File: src/design/tbpwm_tb_if_unused_placeholder.sv
// intentionally empty compile unit
`timescale 1ns/10ps
`default_nettype none
`default_nettype wire

File: src/design/tbpwm_pkg.sv
// constants, register indices and reset values of the ten-bit pwm output stage
package tbpwm_pkg;
  localparam int unsigned TBPWM_ADDR_W = 12;
  // register indices, byte address is four times the index
  localparam logic [7:0] TBPWM_IDX_FLAGS = 8'h0c;
  localparam logic [7:0] TBPWM_IDX_TMR = 8'h11;
  localparam logic [7:0] TBPWM_IDX_TCTL = 8'h12;
  localparam logic [7:0] TBPWM_IDX_DUTYL = 8'h15;
  localparam logic [7:0] TBPWM_IDX_DUTYH = 8'h16;
  localparam logic [7:0] TBPWM_IDX_CON = 8'h17;
  localparam logic [7:0] TBPWM_IDX_TRIS = 8'h87;
  localparam logic [7:0] TBPWM_IDX_PIE = 8'h8c;
  localparam logic [7:0] TBPWM_IDX_PR = 8'h92;
  // reset values
  localparam logic [7:0] TBPWM_RST_TRIS = 8'hff;
  localparam logic [7:0] TBPWM_RST_PIE = 8'h00;
  localparam logic [7:0] TBPWM_RST_PR = 8'hff;
  localparam logic [7:0] TBPWM_RST_ZERO = 8'h00;
  localparam logic [5:0] TBPWM_RST_FRAC = 6'h00;
  localparam logic [3:0] TBPWM_RST_POST = 4'h0;
  // field positions
  localparam int unsigned TBPWM_TRIS_PIN_BIT = 2;
  localparam int unsigned TBPWM_PIE_MATCH_BIT = 1;
  localparam int unsigned TBPWM_FLAG_MATCH_BIT = 1;
  localparam int unsigned TBPWM_CON_DLSB_LO = 4;
  localparam int unsigned TBPWM_CON_MODE_LO = 2;
  localparam int unsigned TBPWM_TCTL_PSC_LO = 0;
  localparam int unsigned TBPWM_TCTL_ON_BIT = 2;
  localparam int unsigned TBPWM_TCTL_POST_LO = 3;
  // mode and prescale encodings
  localparam logic [1:0] TBPWM_MODE_PWM = 2'h3;
  localparam logic [1:0] TBPWM_PSC_1 = 2'h0;
  localparam logic [1:0] TBPWM_PSC_4 = 2'h1;
  // last fine count per prescale: four oscillator cycles times prescale, minus one
  localparam logic [5:0] TBPWM_FRAC_MAX_1 = 6'h03;
  localparam logic [5:0] TBPWM_FRAC_MAX_4 = 6'h0f;
  localparam logic [5:0] TBPWM_FRAC_MAX_16 = 6'h3f;
endpackage

File: src/design/tbpwm_tb_if.sv
// time base signals between the pwm control logic and the period timer
`timescale 1ns/10ps
`default_nettype none
interface tbpwm_tb_if;
  logic run;
  logic [1:0] psc;
  logic [7:0] limit;
  logic cnt_wr;
  logic [7:0] cnt_wdata;
  logic [7:0] count;
  logic [7:0] count_next;
  logic [1:0] fine_next;
  logic tick;
  logic period_end;
  modport timebase (input run, psc, limit, cnt_wr, cnt_wdata, output count, count_next, fine_next, tick, period_end);
  modport ctrl (output run, psc, limit, cnt_wr, cnt_wdata, input count, count_next, fine_next, tick, period_end);
endinterface
`default_nettype wire

File: src/design/tbpwm_timebase.sv
// period timer with prescaler and quarter-phase fine count
`timescale 1ns/10ps
`default_nettype none
module tbpwm_timebase
  import tbpwm_pkg::*;
(
  // clock and reset
  input wire logic clk,
  input wire logic rst,
  // time base link
  tbpwm_tb_if.timebase tb
);
  typedef struct packed {
    logic [5:0] frac;
    logic [7:0] count;
  } tbpwm_tbst_type;

  tbpwm_tbst_type s_q;
  tbpwm_tbst_type s_d;
  logic [5:0] frac_max;

  always_comb
  begin
    frac_max = TBPWM_FRAC_MAX_16;
    if (tb.psc == TBPWM_PSC_1)
    begin
      frac_max = TBPWM_FRAC_MAX_1;
    end
    else if (tb.psc == TBPWM_PSC_4)
    begin
      frac_max = TBPWM_FRAC_MAX_4;
    end
  end

  // one increment per four oscillator cycles times prescale
  assign tb.tick = tb.run && (s_q.frac == frac_max);
  assign tb.period_end = tb.tick && (s_q.count == tb.limit);
  // fine bits advance once per prescale oscillator cycles; next-cycle values are handed over
  // so the registered pin is already low in the cycle where the counts match
  assign tb.count_next = s_d.count;
  assign tb.fine_next = (tb.psc == TBPWM_PSC_1) ? s_d.frac[1:0] :
                        (tb.psc == TBPWM_PSC_4) ? s_d.frac[3:2] : s_d.frac[5:4];
  assign tb.count = s_q.count;

  always_comb
  begin
    s_d = s_q;
    if (tb.cnt_wr)
    begin
      // a software write also restarts the prescaler
      s_d.count = tb.cnt_wdata;
      s_d.frac = TBPWM_RST_FRAC;
    end
    else if (tb.run)
    begin
      s_d.frac = tb.tick ? TBPWM_RST_FRAC : s_q.frac + 6'h01;
      if (tb.period_end)
      begin
        s_d.count = TBPWM_RST_ZERO;
      end
      else if (tb.tick)
      begin
        s_d.count = s_q.count + 8'h01;
      end
    end
  end

  always_ff @(posedge clk or posedge rst)
  begin
    if (rst)
    begin
      s_q <= '{frac: TBPWM_RST_FRAC, count: TBPWM_RST_ZERO};
    end
    else
    begin
      s_q <= s_d;
    end
  end
endmodule // tbpwm_timebase
`default_nettype wire

File: src/design/tbpwm_top.sv
// ten-bit pwm output stage with its apb register file
//
// Our own choice: register access over APB.
`timescale 1ns/10ps
`default_nettype none
// What this block does
// - pwm waveform on pin, ten-bit duty
// - all-zero control write forces output low
// - period is limit plus one, times four, prescale
// - period end clears timer, loads active duty
// - period end sets pin unless duty zero
// - postscaler only paces separate update event
// - duty is low buffer then control bits 5:4
// - high time is duty times oscillator times prescale
// - duty writes anytime, effective next period
// - active duty read-only in pwm mode
// - active duty plus hidden latch double buffer
// - pin low when duty equals extended count
// - duty beyond period keeps output high
// - period limit at 92h, resets all ones
module tbpwm_top
  import tbpwm_pkg::*;
(
  // clock and reset
  input wire logic CLK,
  input wire logic RST,
  // apb slave
  input wire logic PSEL,
  input wire logic PENABLE,
  input wire logic PWRITE,
  input wire logic [TBPWM_ADDR_W-1:0] PADDR,
  input wire logic [31:0] PWDATA,
  output logic [31:0] PRDATA,
  output logic PREADY,
  output logic PSLVERR,
  // pwm pin
  output logic PWM_OUT,
  output logic PWM_OUT_OE,
  // period match request level
  output logic PERIOD_MATCH_REQ
);
  typedef struct packed {
    logic [7:0] tris;
    logic [7:0] pie;
    logic [7:0] pr;
    logic [7:0] con;
    logic [7:0] duty_low;
    logic [7:0] duty_act;
    logic [1:0] latch2;
    logic [7:0] tctl;
    logic [3:0] post;
    logic flag;
    logic pin;
    logic [31:0] rdata;
    logic slverr;
  } tbpwm_state_type;

  tbpwm_state_type s_q;
  tbpwm_state_type s_d;
  tbpwm_tb_if tb_link ();

  logic [7:0] idx;
  logic aligned;
  logic hit;
  logic wr;
  logic setup;
  logic pwm_mode;
  logic [9:0] duty_next;
  logic [7:0] rbyte;
  logic [7:0] wbyte;

  assign idx = PADDR[9:2];
  assign aligned = (PADDR[1:0] == 2'h0) && (PADDR[TBPWM_ADDR_W-1:10] == 2'h0);
  assign setup = PSEL && !PENABLE;
  assign wr = PSEL && PENABLE && PWRITE && hit && !s_q.slverr;
  assign wbyte = PWDATA[7:0];
  assign pwm_mode = s_q.con[TBPWM_CON_MODE_LO +: 2] == TBPWM_MODE_PWM;
  // buffered duty: low buffer on top, control bits below
  assign duty_next = {s_q.duty_low, s_q.con[TBPWM_CON_DLSB_LO +: 2]};

  always_comb
  begin
    hit = aligned;
    rbyte = TBPWM_RST_ZERO;
    case (idx)
      TBPWM_IDX_FLAGS: rbyte = {6'h00, s_q.flag, 1'b0};
      TBPWM_IDX_TMR: rbyte = tb_link.count;
      TBPWM_IDX_TCTL: rbyte = {1'b0, s_q.tctl[6:0]};
      TBPWM_IDX_DUTYL: rbyte = s_q.duty_low;
      TBPWM_IDX_DUTYH: rbyte = s_q.duty_act;
      TBPWM_IDX_CON: rbyte = {2'h0, s_q.con[5:0]};
      TBPWM_IDX_TRIS: rbyte = s_q.tris;
      TBPWM_IDX_PIE: rbyte = s_q.pie;
      TBPWM_IDX_PR: rbyte = s_q.pr;
      default: hit = 1'b0;
    endcase
  end

  // time base link
  assign tb_link.run = s_q.tctl[TBPWM_TCTL_ON_BIT];
  assign tb_link.psc = s_q.tctl[TBPWM_TCTL_PSC_LO +: 2];
  assign tb_link.limit = s_q.pr;
  assign tb_link.cnt_wr = wr && (idx == TBPWM_IDX_TMR);
  assign tb_link.cnt_wdata = wbyte;

  tbpwm_timebase u_timebase (
    .clk(CLK),
    .rst(RST),
    .tb(tb_link.timebase)
  );

  always_comb
  begin
    s_d = s_q;
    // read data and error are captured in the setup cycle so they come from flops
    if (setup)
    begin
      // refused accesses read as zero
      s_d.rdata = {24'h000000, hit ? rbyte : TBPWM_RST_ZERO};
      s_d.slverr = !hit;
    end
    if (wr)
    begin
      case (idx)
        TBPWM_IDX_FLAGS: s_d.flag = wbyte[TBPWM_FLAG_MATCH_BIT];
        TBPWM_IDX_TCTL: s_d.tctl = {1'b0, wbyte[6:0]};
        TBPWM_IDX_DUTYL: s_d.duty_low = wbyte;
        TBPWM_IDX_DUTYH:
        begin
          if (!pwm_mode)
          begin
            s_d.duty_act = wbyte;
          end
        end
        TBPWM_IDX_CON: s_d.con = {2'h0, wbyte[5:0]};
        TBPWM_IDX_TRIS: s_d.tris = wbyte;
        TBPWM_IDX_PIE: s_d.pie = wbyte;
        TBPWM_IDX_PR: s_d.pr = wbyte;
        default: s_d.flag = s_q.flag;
      endcase
    end
    if (tb_link.period_end)
    begin
      // new duty only at the period boundary keeps the output glitch free
      s_d.duty_act = s_q.duty_low;
      s_d.latch2 = s_q.con[TBPWM_CON_DLSB_LO +: 2];
      // postscaler paces the update event only, never the pwm period
      if (s_q.post == s_q.tctl[TBPWM_TCTL_POST_LO +: 4])
      begin
        s_d.post = TBPWM_RST_POST;
        s_d.flag = 1'b1;
      end
      else
      begin
        s_d.post = s_q.post + 4'h1;
      end
    end
    // pwm output latch
    if (!pwm_mode)
    begin
      s_d.pin = 1'b0;
    end
    else if (tb_link.period_end)
    begin
      s_d.pin = duty_next != 10'h000;
    end
    else if ({s_q.duty_act, s_q.latch2} == {tb_link.count_next, tb_link.fine_next})
    begin
      // a duty above the period never matches, so the pin stays high
      s_d.pin = 1'b0;
    end
  end

  always_ff @(posedge CLK or posedge RST)
  begin
    if (RST)
    begin
      s_q <= '{tris: TBPWM_RST_TRIS, pie: TBPWM_RST_PIE, pr: TBPWM_RST_PR, con: TBPWM_RST_ZERO,
               duty_low: TBPWM_RST_ZERO, duty_act: TBPWM_RST_ZERO, latch2: 2'h0, tctl: TBPWM_RST_ZERO,
               post: TBPWM_RST_POST, flag: 1'b0, pin: 1'b0, rdata: 32'h00000000, slverr: 1'b0};
    end
    else
    begin
      s_q <= s_d;
    end
  end

  // zero wait states: the answer comes in the first access cycle
  assign PREADY = 1'b1;
  assign PRDATA = s_q.rdata;
  assign PSLVERR = PSEL && PENABLE && s_q.slverr;
  assign PWM_OUT = s_q.pin;
  // pin reaches the load only while software holds the direction bit clear
  assign PWM_OUT_OE = !s_q.tris[TBPWM_TRIS_PIN_BIT];
  assign PERIOD_MATCH_REQ = s_q.flag && s_q.pie[TBPWM_PIE_MATCH_BIT];
endmodule // tbpwm_top
`default_nettype wire

File: config.mk
export PLATFORM = sky130hd
export DESIGN_NAME = tbpwm_top
export DESIGN_NICKNAME = d
export VERILOG_FILES = /design/src/design/tbpwm_tb_if_unused_placeholder.sv /design/src/design/tbpwm_pkg.sv /design/src/design/tbpwm_tb_if.sv /design/src/design/tbpwm_timebase.sv /design/src/design/tbpwm_top.sv
export SDC_FILE = /design/constraint.sdc
export NUM_CORES = 1
export LEC_CHECK = 0
export BUFFER_PORTS_ARGS = -buffer_cell sky130_fd_sc_hd__buf_2
export CORE_UTILIZATION = 40
export DETAILED_ROUTE_END_ITERATION = 8
export GPL_TIMING_DRIVEN = 0
export PLACE_DENSITY_LB_ADDON = 0.3
export SKIP_LAST_GASP = 1
export SLEW_MARGIN = 20
export SYNTH_ARGS = -nofsm -noshare
export SYNTH_HDL_FRONTEND = slang
export SYNTH_SLANG_ARGS = --single-unit
File: constraint.sdc
create_clock -name CLK -period 3.31 [get_ports CLK]
set_input_delay 0.662 -clock CLK [delete_from_list [all_inputs] [get_ports CLK]]
set_output_delay 0.662 -clock CLK [all_outputs]
set_load 0.05 [all_outputs]
==> metrics.yaml <==
status: "finished, final reports clean"
cts.sinks: 84
antenna_found_initial: 0
synth_area_per_cell_um2: 10.03
post-place-ws_ps: -614.8
setup_ws_ps: 79.67
wirelength_um: 12970
grt_pass1_wl_um: 21220
required_ps: 3520
antennaDiodeCount: 0
dr_wl_met2_um: 6076
min_period_ps: 3230
synthArstFlopShare_pct: 100.0
synthFlopType: "dfrtp_1"
ios: 86
start_util_pct: 41.24
cts_tree: "built"
fin_area_mm2: 0.005827
fillers: 1123
path_class: "flip-flop to flip-flop"
synth_cell_type_count: 66
core_mm2: 0.01211
fin_crit_sh_pct: 97.59
irDropWorstVdd_uv: 254.1
p_leak_uw: 0.002559
multi_input_area_mm2: 0.002599
slew_violations: 0
grtUsageTotal_pct: 21.36
die_area_mm2: 0.01294
hold_buffers: 0
grt_max_degree: 54
worst_hold_slack_ps: 326.4
die_h_um: 113.7
drc_errors: 0
grt-ovfl-total: 0
portBuffers: 29
cts_max_path_buffers: 2
grt_pass1_vias: 3962
gp_congestion: 0.8368
place_area_mm2: 0.005478
viasPerCell: 5.564
cp-start-kind: "flip-flop"
netlist_instances: 498
seq_area_mm2: 0.002122
core.rowCount: 40
dr.first_iter.drc_count: 387
crit_fanout: 8
cts_buffers: 9
endpoint_kind: "flip-flop"
hpwl_um: 9531
clock_latency_ps: 340
fin_skew_ps: 12.44
ys_seq_area_share_pct: 42.48
rsz0062_at_grt: "yes"
wl_per_cell_um: 17.62
ys_warn_count: 0
htree_num_levels: 3
worstMarginPinSlew_ps: 1004
hp-class: "input pin to asynchronous set/reset pin"
drtAntennaViolNets: 0
hold_viol: 0
power.density_mw_per_mm2: 389.8
vias: 4095
syn_area_mm2: 0.004995
max_slew_margin_pct: 32.58
arrival_ps: 3440
cts_setup_buffers: 0
first_pass_iters: 7
synth_edf_count: 0
max_cap_violations: 0
cts_root_buf: "clkbuf_16"
finalNetCount: 615
wl_met3_um: 684
drive_gt1_share_pct: 29.05
wl_met1_um: 5849
die_width_um: 113.7
clk_pin_slew_ps: 70
highest_layer: "met4"
timing.fmax_mhz: 309.6
area_growth_pct: 16.66
setup_viol: 0
ys_ff_latch: 84
[cells in the mapped netlist, types with 8 or more instances]
cell type	n	area share (%)
a21oi_1	14	1.4
a222oi_1	13	2.6
buf_4	33	5.0
clkbuf_1	16	1.2
dfrtp_1	68	34
dfstp_2	16	8.4
inv_1	8	0.60
mux2_2	46	10
mux2i_1	12	2.4
nand2_1	50	3.8
nand3_1	13	1.3
nand4_1	8	1.0
nor2_1	19	1.4
nor4_1	9	1.1
o21ai_0	26	2.6
or3_1	8	1.0
xnor2_1	14	2.5
xor2_1	10	1.8
[cell type report]
type,instances,share of cell area (%)
Buffer,59,6.399
Clock buffer,12,4.058
Clock inverter,4,1.310
Inverter,8,0.5583
Multi-Input combinational cell,370,44.60
Sequential cell,84,36.42
Tap cell,168,3.607
Timing Repair Buffer,31,3.049
[worst paths after layout]
path | start | end | slack, ps | depth (start not counted)
hold reg to reg | PRDATA[2]$_DFFE_PP0P_ | PRDATA[2]$_DFFE_PP0P_ | 490 | 1
max in group asynchronous | RST | tb_link.limit[1]$_DFFE_PP1P_ | 2330 | 3
hold / removal | RST | PRDATA[0]$_DFFE_PP0P_ | 330 | 2
setup reg to reg | u_timebase.s_q[8]$_DFF_PP0_ | PWM_OUT$_DFFE_PP0P_ | 80 | 9
setup / recovery | u_timebase.s_q[8]$_DFF_PP0_ | PWM_OUT$_DFFE_PP0P_ | 80 | 9
min in group CLK | PRDATA[2]$_DFFE_PP0P_ | PRDATA[2]$_DFFE_PP0P_ | 490 | 1
[stage by stage]
step | utilization [%] | cells | total power (uW) | TNS, ps
floorplan | - | 521 | 1173 | 0
global placement | 44.89 | 718 | 1206 | -41100
detailed placement | 45.23 | 720 | 1213 | -878.0
CTS | 47.91 | 736 | 2285 | -31.92
global route | 48.11 | 736 | 2349 | -35.49
finish | 48.11 | 736 | 2271 | 0
[logic make-up (layout without fill, tap and decap cells)]
group                    count (synthesis)  after routing  share of synthesized area, %
AND/OR/NAND/NOR                        156            156                         16.46
AO/OA/AOI/OAI                          104            104                         15.16
flip-flops                              84             84                         42.48
buffers and inverters                   67            114                         8.016
multiplexers                            58             58                         12.78
XOR/XNOR                                24             24                         4.208
adder cells (fa/ha/maj)                  3              3                        0.7516
other                                    2             25                        0.1504
[sequential cells by signal (all words and copies together), names as in the netlist]
| register | cells |
|---|---|
| PWM_OUT | 1 |
| u_timebase.s_q | 6 |
| tb_link.limit | 8 |
| PRDATA | 8 |
| duty_next | 10 |
| u_timebase.tb.count | 8 |
| s_q | 43 |
[repair_timing]
action / 4_1_cts / 5_1_grt
hold endpoints to repair: 0 / 0
setup endpoints to repair: 9 / 10
gates resized for setup: 3 / 6
pin swaps: 0 / 0
[cell usage in the layout (no fill, tap or decap), types with 3 or more instances in the layout]
cell type	instances
dfrtp_1	68
nand2_1	50
mux2_2	46
buf_4	33
buf_2	32
o21ai_0	26
conb_1	25
clkbuf_1	18
nor2_1	18
dfstp_2	16
a21oi_1	14
xnor2_1	14
nand3_1	13
a222oi_1	13
mux2i_1	12
xor2_1	10
clkbuf_16	9
nand4_1	8
or3_1	8
inv_1	7
a22oi_1	7
nor3_1	6
nor2b_1	6
nand2b_1	6
nor4_1	6
a221oi_1	6
and2_1	5
buf_1	4
o31ai_1	4
nor4_2	3
buf_6	3
o211ai_1	3
or2_2	3
and2_0	3
a21boi_0	3
and3_1	3
a31oi_1	3
a21o_1	3
[report_power, final]
group | total [uW] | leakage [uW] | switching (uW) | internal (uW)
Clock | 1070 | 0.000147 | 411 | 664
Combinational | 169 | 0.00135 | 126 | 43.2
Sequential | 1030 | 0.00106 | 0.0366 | 1030
[critical path, cell delays in order (launching register included)]
cell and delay (ps):
dfrtp_1 440, ha_2 250, or4b_4 510, a221o_2 460
or3_1 410, buf_6 160, o311ai_2 260, a311oi_1 90
a2111oi_2 410, a31oi_1 120
[metal layers]
metal	up-vias	track usage, %
met3	28	4.091
met5	-	0
met2	166	34.51
li1	1922	-
met1	1979	28.36
met4	0	8.333
Note: power is estimated with default switching activity, not from simulation.
